**src/vdc_pkg.sv**
```systemverilog
// package for the voltage converter register control
// assumes an 8-bit special-function register bus on the core clock
package vdc_pkg;
  localparam logic [7:0] ADDR_DATA_LOW = 8'hFB;
  localparam logic [7:0] ADDR_DATA_HIGH = 8'hFC;
  localparam logic [7:0] ADDR_CONTROL = 8'hFD;
  localparam logic [7:0] RST_DATA = 8'h00;
  localparam logic [7:0] RST_CONTROL = 8'h00;
  localparam logic [7:0] CTRL_USED_MASK = 8'h1F;
  localparam int BIT_ENABLE = 0;
  localparam int BIT_CLEAR_N = 1;
  localparam int BIT_RANGE = 2;
  localparam int BIT_BYTE_MODE = 3;
  localparam int BIT_PIN = 4;
  localparam int CODE_W = 12;

  typedef struct packed {
    logic output_pin_select;
    logic byte_mode_select;
    logic output_range_select;
    logic data_clear_n;
    logic converter_enable;
  } vdc_ctrl_s;

  typedef struct packed {
    logic [CODE_W-1:0] code;
    logic enable;
    logic buffer_hiz;
    logic range_supply;
    logic pin_alternate;
    logic pin_default;
  } vdc_analog_s;
endpackage
```
**src/vdc_ctrl.sv**
```systemverilog
// register control of the 12-bit voltage output converter
// assumes a single-cycle sfr write strobe and combinational-free read data capture
//
// Contract
// - 12-bit code updates on low register write
// - code right-justified, low byte bits 7..0
// - control bit 4 selects output pin
// - control bit 3: low byte to msbs
// - control bit 2 selects output range
// - clear bit zero holds data at zero
// - enable bit zero powers down, hi-z
// - control bits 7..5 reserved, no function
// - data registers at FBH, FCH, reset 00H
// - converter starts disabled and three-stated
`timescale 1ns/1ps
module vdc_ctrl #(
  parameter int CODE_WIDTH = vdc_pkg::CODE_W
) (
  // clock and reset
  input wire logic SYS_CLK,
  input wire logic RST,
  // special-function register bus
  input wire logic [7:0] SFR_ADDR,
  input wire logic SFR_WR,
  input wire logic SFR_RD,
  input wire logic [7:0] SFR_WDATA,
  output logic [7:0] SFR_RDATA,
  output logic SFR_HIT,
  // analog side
  output logic [CODE_WIDTH-1:0] DAC_CODE,
  output logic DAC_ENABLE,
  output logic DAC_BUFFER_HIZ,
  output logic DAC_RANGE_SUPPLY,
  output logic DAC_PIN_ALTERNATE,
  output logic DAC_PIN_DEFAULT
);
  // the byte split below only serves a 12-bit converter
  if (CODE_WIDTH != vdc_pkg::CODE_W) begin : g_bad_width
    $error("vdc_ctrl serves a 12-bit code only");
  end

  // byte split of the code; only the low nibble of the high register feeds it
  localparam int BYTE_W = 8;
  localparam int NIB_W = CODE_WIDTH - BYTE_W;
  localparam int CTRL_W = $bits(vdc_pkg::vdc_ctrl_s);

  logic [7:0] data_low_r;
  logic [7:0] data_high_r;
  logic [7:0] control_r;
  logic [CODE_WIDTH-1:0] code_r;
  logic [CODE_WIDTH-1:0] code_nxt;
  vdc_pkg::vdc_ctrl_s ctrl;
  vdc_pkg::vdc_analog_s ana_nxt;

  wire sel_low = SFR_ADDR == vdc_pkg::ADDR_DATA_LOW;
  wire sel_high = SFR_ADDR == vdc_pkg::ADDR_DATA_HIGH;
  wire sel_ctrl = SFR_ADDR == vdc_pkg::ADDR_CONTROL;
  wire wr_low = SFR_WR && sel_low;
  wire wr_high = SFR_WR && sel_high;
  wire wr_ctrl = SFR_WR && sel_ctrl;
  wire hit = sel_low || sel_high || sel_ctrl;

  assign ctrl = vdc_pkg::vdc_ctrl_s'(control_r[CTRL_W-1:0]);
  wire clear_active = !ctrl.data_clear_n;

  // reserved bits are dropped on write so they can never steer anything
  wire [7:0] ctrl_wdata = SFR_WDATA & vdc_pkg::CTRL_USED_MASK;

  // a clear written in the same cycle as data takes precedence
  wire clr_nxt = wr_ctrl ? !ctrl_wdata[vdc_pkg::BIT_CLEAR_N] : clear_active;
  wire [7:0] low_nxt = clr_nxt ? vdc_pkg::RST_DATA : (wr_low ? SFR_WDATA : data_low_r);
  wire [7:0] high_nxt = clr_nxt ? vdc_pkg::RST_DATA : (wr_high ? SFR_WDATA : data_high_r);
  wire byte_mode_nxt = wr_ctrl ? ctrl_wdata[vdc_pkg::BIT_BYTE_MODE] : ctrl.byte_mode_select;

  // code latches on a low write and zeroes on a clear; high alone stays hidden
  wire [CODE_WIDTH-1:0] code_full = {data_high_r[NIB_W-1:0], SFR_WDATA};
  wire [CODE_WIDTH-1:0] code_byte = {SFR_WDATA, {NIB_W{1'b0}}};
  always_comb begin
    code_nxt = code_r;
    if (clr_nxt)
      code_nxt = '0;
    else if (wr_low)
      code_nxt = byte_mode_nxt ? code_byte : code_full;
  end

  wire [7:0] rd_mux = sel_low ? data_low_r :
                      sel_high ? data_high_r :
                      sel_ctrl ? control_r : 8'h00;

  always_comb begin
    ana_nxt.code = code_nxt;
    ana_nxt.enable = wr_ctrl ? ctrl_wdata[vdc_pkg::BIT_ENABLE] : ctrl.converter_enable;
    ana_nxt.buffer_hiz = !ana_nxt.enable;
    ana_nxt.range_supply = wr_ctrl ? ctrl_wdata[vdc_pkg::BIT_RANGE] : ctrl.output_range_select;
    ana_nxt.pin_alternate = wr_ctrl ? ctrl_wdata[vdc_pkg::BIT_PIN] : ctrl.output_pin_select;
    ana_nxt.pin_default = !ana_nxt.pin_alternate;
  end

  always_ff @(posedge SYS_CLK or posedge RST) begin
    if (RST) begin
      control_r <= vdc_pkg::RST_CONTROL;
      data_low_r <= vdc_pkg::RST_DATA;
      data_high_r <= vdc_pkg::RST_DATA;
      code_r <= '0;
    end else begin
      if (wr_ctrl) control_r <= ctrl_wdata;
      data_low_r <= low_nxt;
      data_high_r <= high_nxt;
      code_r <= code_nxt;
    end
  end

  always_ff @(posedge SYS_CLK or posedge RST) begin
    if (RST) begin
      SFR_RDATA <= 8'h00;
      SFR_HIT <= 1'b0;
      DAC_CODE <= '0;
      DAC_ENABLE <= 1'b0;
      DAC_BUFFER_HIZ <= 1'b1;
      DAC_RANGE_SUPPLY <= 1'b0;
      DAC_PIN_ALTERNATE <= 1'b0;
      DAC_PIN_DEFAULT <= 1'b1;
    end else begin
      SFR_RDATA <= SFR_RD ? rd_mux : 8'h00;
      SFR_HIT <= (SFR_RD || SFR_WR) && hit;
      DAC_CODE <= ana_nxt.code;
      DAC_ENABLE <= ana_nxt.enable;
      DAC_BUFFER_HIZ <= ana_nxt.buffer_hiz;
      DAC_RANGE_SUPPLY <= ana_nxt.range_supply;
      DAC_PIN_ALTERNATE <= ana_nxt.pin_alternate;
      DAC_PIN_DEFAULT <= ana_nxt.pin_default;
    end
  end

  // high write alone must not move the output
  high_hold_a: assert property (@(posedge SYS_CLK) disable iff (RST)
    (wr_high && !clr_nxt) |=> $stable(DAC_CODE))
    else $error("code changed on high register write");

  low_full_a: assert property (@(posedge SYS_CLK) disable iff (RST)
    (wr_low && !clr_nxt && !byte_mode_nxt) |=> DAC_CODE == {$past(data_high_r[3:0]), $past(SFR_WDATA)})
    else $error("12-bit code not right-justified");

  low_byte_a: assert property (@(posedge SYS_CLK) disable iff (RST)
    (wr_low && !clr_nxt && byte_mode_nxt) |=> DAC_CODE == {$past(SFR_WDATA), 4'h0})
    else $error("8-bit code not routed to msbs");

  clear_zero_a: assert property (@(posedge SYS_CLK) disable iff (RST)
    clear_active |-> (data_low_r == 8'h00 && data_high_r == 8'h00 && code_r == '0))
    else $error("data not held at zero under clear");

  hiz_off_a: assert property (@(posedge SYS_CLK) disable iff (RST)
    DAC_BUFFER_HIZ == !DAC_ENABLE)
    else $error("buffer not three-stated while disabled");

  enable_follow_a: assert property (@(posedge SYS_CLK) disable iff (RST)
    wr_ctrl |=> DAC_ENABLE == $past(SFR_WDATA[vdc_pkg::BIT_ENABLE]))
    else $error("enable does not follow control write");

  pin_sel_a: assert property (@(posedge SYS_CLK) disable iff (RST)
    DAC_PIN_ALTERNATE != DAC_PIN_DEFAULT && DAC_PIN_ALTERNATE == ctrl.output_pin_select)
    else $error("output pin routing wrong");

  range_sel_a: assert property (@(posedge SYS_CLK) disable iff (RST)
    DAC_RANGE_SUPPLY == ctrl.output_range_select)
    else $error("range select wrong");

  reserved_zero_a: assert property (@(posedge SYS_CLK) disable iff (RST)
    control_r[7:5] == 3'h0)
    else $error("reserved control bits stored");

  low_read_a: assert property (@(posedge SYS_CLK) disable iff (RST)
    (SFR_RD && sel_low) |=> SFR_RDATA == $past(data_low_r))
    else $error("low register read wrong");

  // strobe to a mapped address answers one cycle later
  hit_map_a: assert property (@(posedge SYS_CLK) disable iff (RST)
    ((SFR_WR || SFR_RD) && hit)
    |=> SFR_HIT)
    else $error("mapped access not acknowledged");

  // no strobe or an unmapped address gives no hit
  hit_miss_a: assert property (@(posedge SYS_CLK) disable iff (RST)
    (!(SFR_WR || SFR_RD) || !hit)
    |=> !SFR_HIT)
    else $error("hit raised without a mapped access");

  // read data returns to zero so a shared read tree stays clean
  rdata_idle_a: assert property (@(posedge SYS_CLK) disable iff (RST)
    !SFR_RD
    |=> SFR_RDATA == 8'h00)
    else $error("read data not zero when idle");

  unmapped_read_a: assert property (@(posedge SYS_CLK) disable iff (RST)
    (SFR_RD && !hit)
    |=> SFR_RDATA == 8'h00)
    else $error("unmapped read not zero");

  // high register keeps all eight bits on read back
  high_read_a: assert property (@(posedge SYS_CLK) disable iff (RST)
    (SFR_RD && sel_high)
    |=> SFR_RDATA == $past(data_high_r))
    else $error("high register read wrong");

  ctrl_read_a: assert property (@(posedge SYS_CLK) disable iff (RST)
    (SFR_RD && sel_ctrl)
    |=> SFR_RDATA == $past(control_r))
    else $error("control register read wrong");

  // writing the clear bit low zeroes data and code together
  clear_write_a: assert property (@(posedge SYS_CLK) disable iff (RST)
    (wr_ctrl && !SFR_WDATA[vdc_pkg::BIT_CLEAR_N])
    |=> (DAC_CODE == '0 && data_low_r == vdc_pkg::RST_DATA && data_high_r == vdc_pkg::RST_DATA))
    else $error("clear write did not zero data");

  // data writes are swallowed while clear is held
  clear_low_a: assert property (@(posedge SYS_CLK) disable iff (RST)
    (wr_low && clr_nxt)
    |=> DAC_CODE == '0)
    else $error("code moved under clear");

  // releasing clear must not invent a code
  clear_release_a: assert property (@(posedge SYS_CLK) disable iff (RST)
    (wr_ctrl && SFR_WDATA[vdc_pkg::BIT_CLEAR_N] && clear_active)
    |=> (DAC_CODE == '0 && data_low_r == vdc_pkg::RST_DATA))
    else $error("code not zero after clear release");

  low_store_a: assert property (@(posedge SYS_CLK) disable iff (RST)
    (wr_low && !clr_nxt)
    |=> data_low_r == $past(SFR_WDATA))
    else $error("low register write lost");

  // high write lands in its register but stays hidden
  high_store_a: assert property (@(posedge SYS_CLK) disable iff (RST)
    (wr_high && !clr_nxt)
    |=> data_high_r == $past(SFR_WDATA))
    else $error("high register write lost");

  // only a low write or a clear may move the code
  code_hold_a: assert property (@(posedge SYS_CLK) disable iff (RST)
    (!wr_low && !clr_nxt)
    |=> $stable(DAC_CODE))
    else $error("code moved without a low write");

  byte_nibble_a: assert property (@(posedge SYS_CLK) disable iff (RST)
    (wr_low && !clr_nxt && byte_mode_nxt)
    |=> DAC_CODE[NIB_W-1:0] == '0)
    else $error("8-bit code low bits not zero");

  // analog controls follow a control write one cycle later
  range_follow_a: assert property (@(posedge SYS_CLK) disable iff (RST)
    wr_ctrl
    |=> DAC_RANGE_SUPPLY == $past(SFR_WDATA[vdc_pkg::BIT_RANGE]))
    else $error("range does not follow control write");

  pin_follow_a: assert property (@(posedge SYS_CLK) disable iff (RST)
    wr_ctrl
    |=> DAC_PIN_ALTERNATE == $past(SFR_WDATA[vdc_pkg::BIT_PIN]))
    else $error("pin does not follow control write");

  enable_rise_a: assert property (@(posedge SYS_CLK) disable iff (RST)
    (wr_ctrl && SFR_WDATA[vdc_pkg::BIT_ENABLE])
    |=> (DAC_ENABLE && !DAC_BUFFER_HIZ))
    else $error("buffer still three-stated after enable");

  // analog controls never move without a control write
  analog_hold_a: assert property (@(posedge SYS_CLK) disable iff (RST)
    !wr_ctrl
    |=> $stable({DAC_ENABLE, DAC_RANGE_SUPPLY, DAC_PIN_ALTERNATE}))
    else $error("analog controls moved without a control write");

  // converter stays off until software enables it
  enable_wait_a: assert property (@(posedge SYS_CLK) disable iff (RST)
    (!ctrl.converter_enable && !wr_ctrl)
    |=> !DAC_ENABLE)
    else $error("converter enabled without software");

  ctrl_store_a: assert property (@(posedge SYS_CLK) disable iff (RST)
    wr_ctrl
    |=> control_r == ($past(SFR_WDATA) & vdc_pkg::CTRL_USED_MASK))
    else $error("control write not stored");

  // unmapped writes touch no register
  unmapped_write_a: assert property (@(posedge SYS_CLK) disable iff (RST)
    (SFR_WR && !hit)
    |=> ($stable(control_r) && $stable(data_low_r) && $stable(data_high_r)))
    else $error("unmapped write changed a register");

  idle_hold_a: assert property (@(posedge SYS_CLK) disable iff (RST)
    !SFR_WR
    |=> ($stable(control_r) && $stable(data_low_r) && $stable(data_high_r)))
    else $error("register changed without a write");

  // one check per control bit: used bits store, reserved bits never do
  for (genvar b = 0; b < BYTE_W; b++) begin : g_ctrl_bit
    if (vdc_pkg::CTRL_USED_MASK[b]) begin : g_used
      bit_store_a: assert property (@(posedge SYS_CLK) disable iff (RST)
        wr_ctrl |=> control_r[b] == $past(SFR_WDATA[b]))
        else $error("used control bit not stored");
    end else begin : g_reserved
      bit_drop_a: assert property (@(posedge SYS_CLK) disable iff (RST)
        wr_ctrl |=> !control_r[b])
        else $error("reserved control bit stored");
    end
  end
endmodule // vdc_ctrl

```
**config.mk**
```make
export PLATFORM = sky130hd
export DESIGN_NAME = vdc_ctrl
export DESIGN_NICKNAME = d
export VERILOG_FILES = /design/src/vdc_pkg.sv /design/src/vdc_ctrl.sv
export SDC_FILE = /design/constraint.sdc
export NUM_CORES = 1
export LEC_CHECK = 0
export ABC_AREA = 1
export BUFFER_PORTS_ARGS = -buffer_cell sky130_fd_sc_hd__buf_2
export CAP_MARGIN = 15
export CORE_MARGIN = 4
export CORE_UTILIZATION = 40
export DETAILED_ROUTE_END_ITERATION = 16
export PLACE_DENSITY = 0.69
export RECOVER_POWER = 25
export SYNTH_ARGS = -nofsm -noshare
export SYNTH_HDL_FRONTEND = slang
export SYNTH_SLANG_ARGS = --single-unit
export TNS_END_PERCENT = 1
```
**constraint.sdc**
```tcl
create_clock -name SYS_CLK -period 1.6 [get_ports SYS_CLK]
set_input_delay 0.32 -clock SYS_CLK [delete_from_list [all_inputs] [get_ports SYS_CLK]]
set_output_delay 0.32 -clock SYS_CLK [all_outputs]
set_load 0.01 [all_outputs]
```
==> key figures, run 1 <==
Layout
  – Multi-input logic area: 907.1 sq um
  – Sequential cell area: 0.001179 sq mm
  – Layout cells sized above 1: 30.34%
  – Fin nets: 342
  – Area delta synth->final: 22.56%
  – Final instance area: 0.002786 sq mm
  – Layout fillers: 543
  – N_diodes: 0
  – Post-route insts no fill: 395

Route
  – Detailed Route WL: 5169 um
  – Routed WL per cell: 13.09 um
  – Drt pass-1 iters: 4
  – Routed wire length on met2: 2339 um
  – Via count: 1874
  – Met3 WL: 336 um
  – Vias per cell: 4.744
  – Post-route antenna net violation count: 0
  – Met1 WL: 2446 um
  – Highest routed layer: met4
  – # DRC: 0
  – Initial DRC count: 102

Job
  – Max_cap viols: 0

Synth
  – Synth cell types: 24
  – Most frequent cell after synthesis: nand2_1
  – Post-synth EDFFs: 0
  – Sequential share of the synthesized area: 51.84%
  – Area leader, netlist: dfrtp_1
  – Synth area leaders: dfrtp_1 (50%), nand2_1 (11%), nand3_1 (7.7%)
  – Mean Syn Cell Area: 8.812 sq um
  – Share of the synthesized area in the top cell type: 49.53%
  – Syn nets: 278
  – Mapped Area: 0.002273 sq mm
  – Main synth FF type: dfrtp_1
  – Cells after Synth: 258
  – #FFs+latches synth: 47
  – Most common library cells after synthesis: nand2_1 (68), dfrtp_1 (45), inv_1 (37)
  – Fraction of registers with async set/reset: 100.0%
  – YS warnings: 0

CTS
  – Cts hold-fix bufs: 0
  – H-Tree Depth: 2
  – CTS Buf Count: 5
  – CTS tree: built
  – # clock sinks: 47
  – Post-CTS Resized: 0
  – Clk buf depth: 2
  – Clock transition at path regs: 0.08 ns
  – Worst skew pair latency: 0.29 ns
  – CTS Root Buffer Type: clkbuf_8
  – Postcts setup bufs: 0

STA
  – Hold slack final: 0.09056 ns
  – Clock Skew: 0.004490 ns
  – Fmax: 768.0 MHz
  – RSZ-0062 raised after global routing: no
  – Fin Setup TNS: 0 ns
  – Relative slew margins: 58.55%
  – Measured slew at the worst slew-check pin: 0.6210 ns
  – Final setup viols: 0
  – Final hold vios: 0
  – Fin crit period: 1.302 ns
  – Final Max Slew Viols: 0
  – Fin crit share: 81.39%

Power
  – Clock Power Share: 34.8%
  – Share of power burned in registers: 55.9%
  – Design Power: 2.182 mW
  – Logic gate share of total power: 9.3%
  – Pint: 1.672 mW
  – IR Drop Worst-Case VDD: 0.0003408 V
  – Net Sw Frac: 23.38%
  – Leakage power: 1.590 nW
  – Pwr/cell area: 783.0 mW/mm^2
  – Switch Pwr: 510.1 uW

Global route
  – First-pass GRT wire length: 9128 um
  – Initial antenna violation count: 0
  – Gr ovfl total: 0
  – GRT Overall Usage: 16.24%
  – Largest net degree at the start of global routing: 20
  – Vias in the first global route: 1898

Setup path
  – CP max FO: 8
  – CP most frequent cell: nand2_1
  – CP bufs+invs: 1
  – Crit-path cells: buf_2 > nand2_1 > nor2_4 > nand3_4 > nand2_1 > nand2_2 > nand2_1 > nand3_1 > nand2_1
  – WP data arrival: 1.53 ns
  – Worst EP required: 1.83 ns
  – Crit Path Category: input pin to flip-flop
  – Crit path max-delay family: simple AND/OR/NAND/NOR gates
  – CP peak stage delay: 0.24 ns
  – Critical Path Start Type: input pin
  – Worst-path cell with the longest stage delay: nand2_1
  – CP endpoint kind: flip-flop

Placed design
  – Dpl cells: 387
  – Routability cong.: 0.8706
  – PortBufs: 45
  – Dpl hpwl: 4166 um
  – Post-DP Area: 0.002701 sq mm

Run status
  – Status: complete, no violations

Floorplan
  – Die Y: 83.39 um
  – Die area: 0.006954 sq mm
  – Count of standard-cell rows: 27
  – Die X: 83.39 um
  – Starting Density: 41.29%
  – Ports: 46
  – Core area: 0.005507 sq mm

Worst hold path
  – Hold/Removal Path Class: input pin to async pin
[metrics by stage]
step                worst slack, ns  util [%]
finish                       0.2978     50.60
global route                 0.1721     50.60
CTS                          0.3247     50.87
detailed placement          0.01156     49.06
global placement            0.04858     49.06
floorplan                    0.1672         -
[cells in the final DEF (no fill, tap or decap), types with 3 or more instances in the layout]
cell type,instances
nand2_1,68
dfrtp_1,45
buf_2,45
inv_1,37
nand3_1,35
o21ai_0,16
buf_4,13
nand2_2,10
nand4_1,7
clkbuf_8,7
nor2_4,5
o21ai_1,5
o21ai_2,4
nand3b_1,4
nor2_1,3
a21oi_1,3
[cell families (layout without fill, tap and decap cells)]
family	count (synthesis)	count (layout)	share of synthesized area (%)
AND/OR/NAND/NOR	141	141	33.08
flip-flops	47	47	51.84
buffers and inverters	42	107	8.255
AO/OA/AOI/OAI	28	28	6.824
[cell type report]
type | count | area share (%)
Inverter | 38 | 5.119
Tap cell | 72 | 3.233
Timing Repair Buffer | 61 | 13.20
Sequential cell | 47 | 42.30
Multi-Input combinational cell | 169 | 32.56
Clock buffer | 8 | 3.592
[power by group through the flow]
stage	Combinational, mW	Clock, mW	Sequential (mW)
5_1_grt	0.229	0.837	1.22
4_1_cts	0.212	0.781	1.22
6_report	0.203	0.759	1.22
3_5_place_dp	0.212	0	1.24
2_1_floorplan	0.114	0	1.25
3_3_place_gp	0.209	0	1.24
[worst reg2reg max path, stage by stage, from the launching register on]
cell     delay [ns]
dfrtp_1        0.44
inv_1          0.07
nand2_1        0.17
nand2_2        0.16
nand2_1        0.06
nand3_1        0.09
nand2_1        0.06
[flip-flops by register name, summed over array words and instances (netlist names)]
signal / count
DAC_BUFFER_HIZ: 1
data_low_r: 8
DAC_CODE: 12
control_r: 5
DAC_RANGE_SUPPLY: 1
SFR_HIT: 1
SFR_RDATA: 8
DAC_PIN_ALTERNATE: 1
DAC_ENABLE: 1
DAC_PIN_DEFAULT: 1
data_high_r: 8
[worst paths after layout]
kind,from,end,slack [ns],cells past startpoint
worst min register to register,DAC_CODE[10],DAC_CODE[10],0.48,2
worst max register to register,control_r[3],DAC_CODE[7],0.44,6
max in group asynchronous,RST,DAC_CODE[5],0.62,3
worst max-delay path,SFR_ADDR[3],DAC_CODE[7],0.30,9
worst min-delay path,RST,DAC_PIN_ALTERNATE,0.09,2
min in group SYS_CLK,SFR_WDATA[0],DAC_CODE[0],0.27,3
[routing by layer]
| layer | vias to the layer above | track usage, % |
|---|---|---|
| met5 | - | 0 |
| met4 | 0 | 5.052 |
| li1 | 952 | - |
| met2 | 61 | 25.29 |
| met1 | 859 | 22.56 |
| met3 | 2 | 3.571 |
No activity file was read; power rests on OpenSTA's default activity.
==> inputs of run 2 (changes only) <==
==> constraint.sdc (replaced) <==
create_clock -name SYS_CLK -period 1.3 [get_ports SYS_CLK]
set_input_delay 0.26 -clock SYS_CLK [delete_from_list [all_inputs] [get_ports SYS_CLK]]
set_output_delay 0.26 -clock SYS_CLK [all_outputs]
set_load 0.01 [all_outputs]
==> key figures, run 2 (same netlist as run 1, synthesis figures left out) <==
Layout
  – Most frequent cells in the layout: nand2_1 (68), dfrtp_1 (45), buf_2 (44) (was nand2_1 (68), dfrtp_1 (45), buf_2 (45))
  – N_diodes: 0 (unchanged)
  – Area delta synth->final: 27.02% (was 22.56%)
  – Fin nets: 350 (was 342)
  – Commonest non-fill, non-tap cell in the layout: nand2_1 (unchanged)
  – Final instance area: 0.002888 sq mm (was 0.002786 sq mm)
  – Max FFs per register: 12 (unchanged)
  – Layout cells sized above 1: 32.63% (was 30.34%)
  – Layout fillers: 534 (was 543)
  – Register with the most flip-flops: DAC_CODE (unchanged)

STA
  – RSZ-0062 raised after global routing: yes (was no)
  – Final setup viols: 0 (unchanged)
  – Fin crit share: 92.46%
  – Final hold vios: 0 (unchanged)
  – Final worst setup slack: 0.09796 ns (was 0.2978 ns)
  – Measured slew at the worst slew-check pin: 1.128 ns (was 0.6210 ns)
  – Fin crit period: 1.202 ns
  – Fmax: 831.9 MHz
  – Hold slack final: 0.2009 ns (was 0.09056 ns)
  – Clock Skew: 0.001743 ns (was 0.004490 ns)
  – Final Max Slew Viols: 0 (unchanged)
  – Relative slew margins: 24.80% (was 58.55%)

Power
  – Pwr/cell area: 1049 mW/mm^2 (was 783.0 mW/mm^2)
  – Leakage power: 1.630 nW (was 1.590 nW)
  – IR Drop Worst-Case VDD: 0.0004472 V (was 0.0003408 V)

Global route
  – GRT Overall Usage: 16.99% (was 16.24%)
  – Gr ovfl total: 0 (unchanged)
  – Initial antenna violation count: 0 (unchanged)
  – Largest net degree at the start of global routing: 48 (was 20)
  – Vias in the first global route: 1954 (was 1898)
  – First-pass GRT wire length: 9508 um (was 9128 um)

Route
  – Drt pass-1 iters: 4 (unchanged)
  – # DRC: 0 (unchanged)
  – Detailed Route WL: 5309 um (was 5169 um)
  – Via count: 1937 (was 1874)
  – Vias per cell: 4.806 (was 4.744)
  – Post-route antenna net violation count: 0 (unchanged)
  – Initial DRC count: 139 (was 102)
  – Routed WL per cell: 13.17 um (was 13.09 um)

Worst hold path
  – Hold/Removal Path Class: input pin to flip-flop (was input pin to async pin)
  – Worst Min Path Start: SFR_WDATA[2]

Placed design
  – Post-place setup slack: -0.1849 ns (was 0.01156 ns)
  – Routability cong.: 0.9250 (was 0.8706)
  – Dpl hpwl: 4065 um (was 4166 um)
  – PortBufs: 45 (unchanged)
  – Post-DP Area: 0.002765 sq mm (was 0.002701 sq mm)

Setup path
  – Worst EP required: 1.04 ns (was 1.83 ns)
  – Worst-path cell with the longest stage delay: dfstp_2 (was nand2_1)
  – CP peak stage delay: 0.53 ns (was 0.24 ns)
  – Crit path from: DAC_BUFFER_HIZ (was SFR_ADDR[3])
  – Crit Path Category: flip-flop to output pin (was input pin to flip-flop)
  – WP data arrival: 0.94 ns (was 1.53 ns)
  – CP bufs+invs: 1 (unchanged)
  – CP max FO: 1 (was 8)
  – Crit-path cells: buf_2 (was buf_2 > nand2_1 > nor2_4 > nand3_4 > nand2_1 > nand2_2 > nand2_1 > nand3_1 > nand2_1)
  – Crit path max-delay family: flip-flops (was simple AND/OR/NAND/NOR gates)
  – Reg2Reg Setup Slack: 0.15 ns (was 0.44 ns)
  – Worst reg2reg startpoint: control_r[1] (was control_r[3])
  – CP endpoint kind: output pin (was flip-flop)
  – Critical Path Start Type: flip-flop (was input pin)

Floorplan
  – Die X: 83.39 um (unchanged)
  – Ports: 46 (unchanged)
  – Count of standard-cell rows: 27 (unchanged)
  – Die area: 0.006954 sq mm (unchanged)
  – Core area: 0.005507 sq mm (unchanged)
  – Die Y: 83.39 um (unchanged)
  – Starting Density: 41.29% (unchanged)

CTS
  – Worst skew pair latency: 0.30 ns (was 0.29 ns)
  – CTS Root Buffer Type: clkbuf_8 (unchanged)
  – # clock sinks: 47 (unchanged)
  – CTS tree: built (unchanged)
  – H-Tree Depth: 2 (unchanged)
  – Cts hold-fix bufs: 0 (unchanged)
  – Clk buf depth: 2 (unchanged)
  – CTS Buf Count: 5 (unchanged)
  – Clock transition at path regs: 0.09 ns (was 0.08 ns)

Job
  – Max_cap viols: 0 (unchanged)

Run status
  – Status: complete, no violations (unchanged)
[run 2: worst paths after layout]
path | depth (start not counted) | endpoint
max | 1 | DAC_BUFFER_HIZ
max reg2reg | 7 | data_low_r[7]
min reg2reg | 2 | data_low_r[1]
min in group asynchronous | 3 | SFR_RDATA[7]
max in group asynchronous | 3 | data_low_r[3]
min | 3 | DAC_CODE[2]
[run 2: area by class of cell]
| cell class | instances | area (sq um) | share of cell area [%] |
|---|---|---|---|
| repair buffers | 69 | 426.7 | 14.77 |
| multi-input cells | 169 | 909.6 | 31.50 |
| well taps | 72 | 90.09 | 3.120 |
| clock buffers | 5 | 68.82 | 2.383 |
| clock inverters | 3 | 67.56 | 2.340 |
| inverters | 38 | 146.4 | 5.069 |
| flip-flops and latches | 47 | 1179 | 40.81 |
[run 2: stage by stage]
step                      util, %    TNS, ns  cells  total power, mW
after floorplan                 -          0    258            1.674
after global placement      50.22     -4.356    395            1.802
after detailed placement    50.22     -4.756    395            1.806
after CTS                   52.69          0    403            3.074
after global routing        52.44  -0.005752    403            3.158
final                       52.44          0    403            3.029
[run 2: metal layers]
metal	vias to the layer above	routed length [um]	part of all wire [%]	global-route usage (%)
met2	67	2369	45	25.29
met4	0	91	1.7	6.835
met5	-	0	0	0
met3	6	355	6.7	3.869
met1	889	2493	47	23.89
li1	975	-	-	-
[run 2: power breakdown]
group          leakage (nW)  total, mW  internal [mW]  switching [mW]
Clock                0.0644       1.26          0.766           0.495
Sequential            0.643       1.50           1.49          0.0132
Combinational         0.923      0.266         0.0958           0.170
Total                  1.63       3.03           2.35           0.678
[run 2: repair_timing]
item / CTS / global route
gates resized for setup: 0 / 1
endpoints found under the setup margin: 0 / 4
buffers inserted: 0 / 0
endpoints found under the hold margin: 0 / 0
==> inputs of run 3 (changes only) <==
--- a/config.mk
+++ b/config.mk
@@ -13,6 +13,7 @@
 export DETAILED_ROUTE_END_ITERATION = 16
 export PLACE_DENSITY = 0.69
 export RECOVER_POWER = 25
+export SETUP_SLACK_MARGIN = 0.5
 export SYNTH_ARGS = -nofsm -noshare
 export SYNTH_HDL_FRONTEND = slang
 export SYNTH_SLANG_ARGS = --single-unit
==> key figures, run 3 (same netlist as run 1, synthesis figures left out) <==
Floorplan
  – Core area: 0.005507 sq mm (unchanged)
  – Count of standard-cell rows: 27 (unchanged)
  – Die X: 83.39 um (unchanged)
  – Die area: 0.006954 sq mm (unchanged)
  – Ports: 46 (unchanged)
  – Die Y: 83.39 um (unchanged)
  – Starting Density: 41.29% (unchanged)

Layout
  – Multi-input logic area: 992.2 sq um (was 909.6 sq um)
  – Layout cells sized above 1: 39.18% (was 32.63%)
  – Most frequent cells in the layout: nand2_1 (53), dfrtp_1 (45), buf_2 (41) (was nand2_1 (68), dfrtp_1 (45), buf_2 (44))
  – Post-layout util: 56.44% (was 52.44%)
  – Sequential cell area: 0.001179 sq mm (unchanged)
  – Commonest non-fill, non-tap cell in the layout: nand2_1 (unchanged)
  – Post-route insts no fill: 414 (was 403)
  – Max FFs per register: 12 (unchanged)
  – Area delta synth->final: 36.71% (was 27.02%)
  – Fin nets: 361 (was 350)
  – Register with the most flip-flops: DAC_CODE (unchanged)
  – N_diodes: 0 (unchanged)
  – Layout fillers: 502 (was 534)

Global route
  – First-pass GRT wire length: 9522 um (was 9508 um)
  – Gr ovfl total: 0 (unchanged)
  – GRT Overall Usage: 17.01% (was 16.99%)
  – Vias in the first global route: 1955 (was 1954)
  – Initial antenna violation count: 0 (unchanged)
  – Largest net degree at the start of global routing: 48 (unchanged)

Placed design
  – Dpl cells: 395 (unchanged)
  – PortBufs: 45 (unchanged)
  – Dpl hpwl: 4065 um (unchanged)
  – Routability cong.: 0.9250 (unchanged)

Setup path
  – CP max FO: 6 (was 1)
  – RR Endpoint: DAC_CODE[2] (was data_low_r[7])
  – CP endpoint kind: flip-flop (was output pin)
  – Worst EP required: 1.55 ns (was 1.04 ns)
  – Crit Path Category: input pin to flip-flop (was flip-flop to output pin)
  – Reg2reg path depth: 7 (unchanged)
  – WP data arrival: 1.48 ns (was 0.94 ns)
  – Critical Path Start Type: input pin (was flip-flop)
  – Reg2Reg Setup Slack: 0.11 ns (was 0.15 ns)
  – Worst reg2reg startpoint: control_r[1] (unchanged)

STA
  – Clock Skew: 0.003407 ns (was 0.001743 ns)
  – Relative slew margins: 32.13% (was 24.80%)
  – Fin crit period: 1.233 ns (was 1.202 ns)
  – RSZ-0062 raised after global routing: yes (unchanged)
  – Measured slew at the worst slew-check pin: 1.018 ns (was 1.128 ns)
  – Fin crit share: 94.84% (was 92.46%)
  – Final hold vios: 0 (unchanged)
  – Fmax: 811.1 MHz (was 831.9 MHz)
  – Final setup viols: 0 (unchanged)
  – Final Max Slew Viols: 0 (unchanged)

Route
  – # DRC: 0 (unchanged)
  – Routed WL per cell: 13.83 um (was 13.17 um)
  – Via count: 2015 (was 1937)
  – Drt pass-1 iters: 5 (was 4)
  – Vias per cell: 4.867 (was 4.806)
  – Detailed Route WL: 5727 um (was 5309 um)
  – Initial DRC count: 101 (was 139)
  – Post-route antenna net violation count: 0 (unchanged)

CTS
  – Worst skew pair latency: 0.30 ns (about the same)
  – Clock transition at path regs: 0.09 ns (about the same)
  – Clk buf depth: 2 (unchanged)
  – # clock sinks: 47 (unchanged)
  – CTS Root Buffer Type: clkbuf_8 (unchanged)
  – CTS tree: built (unchanged)
  – H-Tree Depth: 2 (unchanged)
  – CTS Buf Count: 5 (unchanged)

Worst hold path
  – Worst Hold Depth: 3 (unchanged)
  – Worst Hold End: DAC_CODE[2] (unchanged)
  – Hold/Removal Path Class: input pin to flip-flop (unchanged)
  – Worst Min Path Start: SFR_WDATA[2] (unchanged)

Power
  – Pwr/cell area: 994.9 mW/mm^2 (was 1049 mW/mm^2)
  – Leakage power: 1.761 nW (was 1.630 nW)
  – IR Drop Worst-Case VDD: 0.0004502 V (was 0.0004472 V)

Job
  – Max_cap viols: 0 (unchanged)

Run status
  – Status: complete, no violations (unchanged)
run 3: cell count changes in the layout (fill, tap and decap cells not counted), moves of 2 or more:
cell	delta
buf_2	-3
buf_4	+9
buf_6	+2
clkbuf_16	+2
nand2_1	-15
nand2_2	+10
nand2_4	+4
o21ai_0	-3
o21ai_1	+3
run 3: final cells by class:
type / instances / area share, %
clock inverter: 3 / 2.174
multi-input combinational: 170 / 31.92
timing repair buffer: 79 / 18.08
clock buffer: 5 / 2.214
inverter: 38 / 4.791
tap: 72 / 2.899
sequential: 47 / 37.92
run 3: timing repair:
action,in CTS,in global routing
pin swaps,0,14
gates resized for setup,2,32
cloned,0,3
endpoints found under the setup margin,73,73
hold buffers,0,0
setup buffers,0,8
run 3: per-layer routing:
metal | vias to the layer above | part of all wire, % | track usage, %
met5 | - | 0 | 0
met4 | 0 | 2.3 | 6.835
met3 | 14 | 6.3 | 3.869
met2 | 64 | 46 | 25.29
met1 | 936 | 46 | 23.95
li1 | 1001 | - | -
run 3: per-stage QoR:
stage / hold slack [ns] / power, mW / setup TNS, ns / cell area (sq um) / setup slack, ns
3_3_place_gp: 0.3399 / 1.802 / -4.356 / 2765 / -0.1835
3_5_place_dp: 0.3409 / 1.806 / -4.756 / 2765 / -0.1849
2_1_floorplan: 0.2826 / 1.674 / 0 / 2277 / 0.01170
4_1_cts: 0.01169 / 3.081 / 0 / 2914 / 0.09340
6_report: 0.2017 / 3.092 / 0 / 3108 / 0.06711
5_1_grt: 0.2084 / 3.217 / 0 / 3108 / 0.003840
run 3: worst max-delay path by stage:
| stage | startpoint | endpoint | cells past startpoint |
|---|---|---|---|
| after floorplan | SFR_ADDR[5] | data_low_r[7] | 8 |
| after global placement | SFR_ADDR[5] | data_low_r[7] | 9 |
| after detailed placement | SFR_ADDR[5] | data_low_r[7] | 9 |
| after CTS | DAC_BUFFER_HIZ | DAC_BUFFER_HIZ | 1 |
| after global routing | SFR_ADDR[1] | DAC_CODE[7] | 11 |
| final | SFR_ADDR[1] | DAC_CODE[2] | 11 |
run 3: worst max-delay path, stage by stage:
cell	delay, ns
buf_8	0.10
inv_4	0.05
nand2_4	0.05
nor2_4	0.16
nand3_4	0.14
nand2_4	0.13
nand2_8	0.08
nor2_8	0.20
clkbuf_16	0.20
nand2_2	0.04
nand2_1	0.06
run 3: where the power goes:
group	internal, mW	total [mW]	switching (mW)
clock network	0.766	1.26	0.497
logic	0.135	0.326	0.191
registers	1.49	1.50	0.0141
total	2.39	3.09	0.702
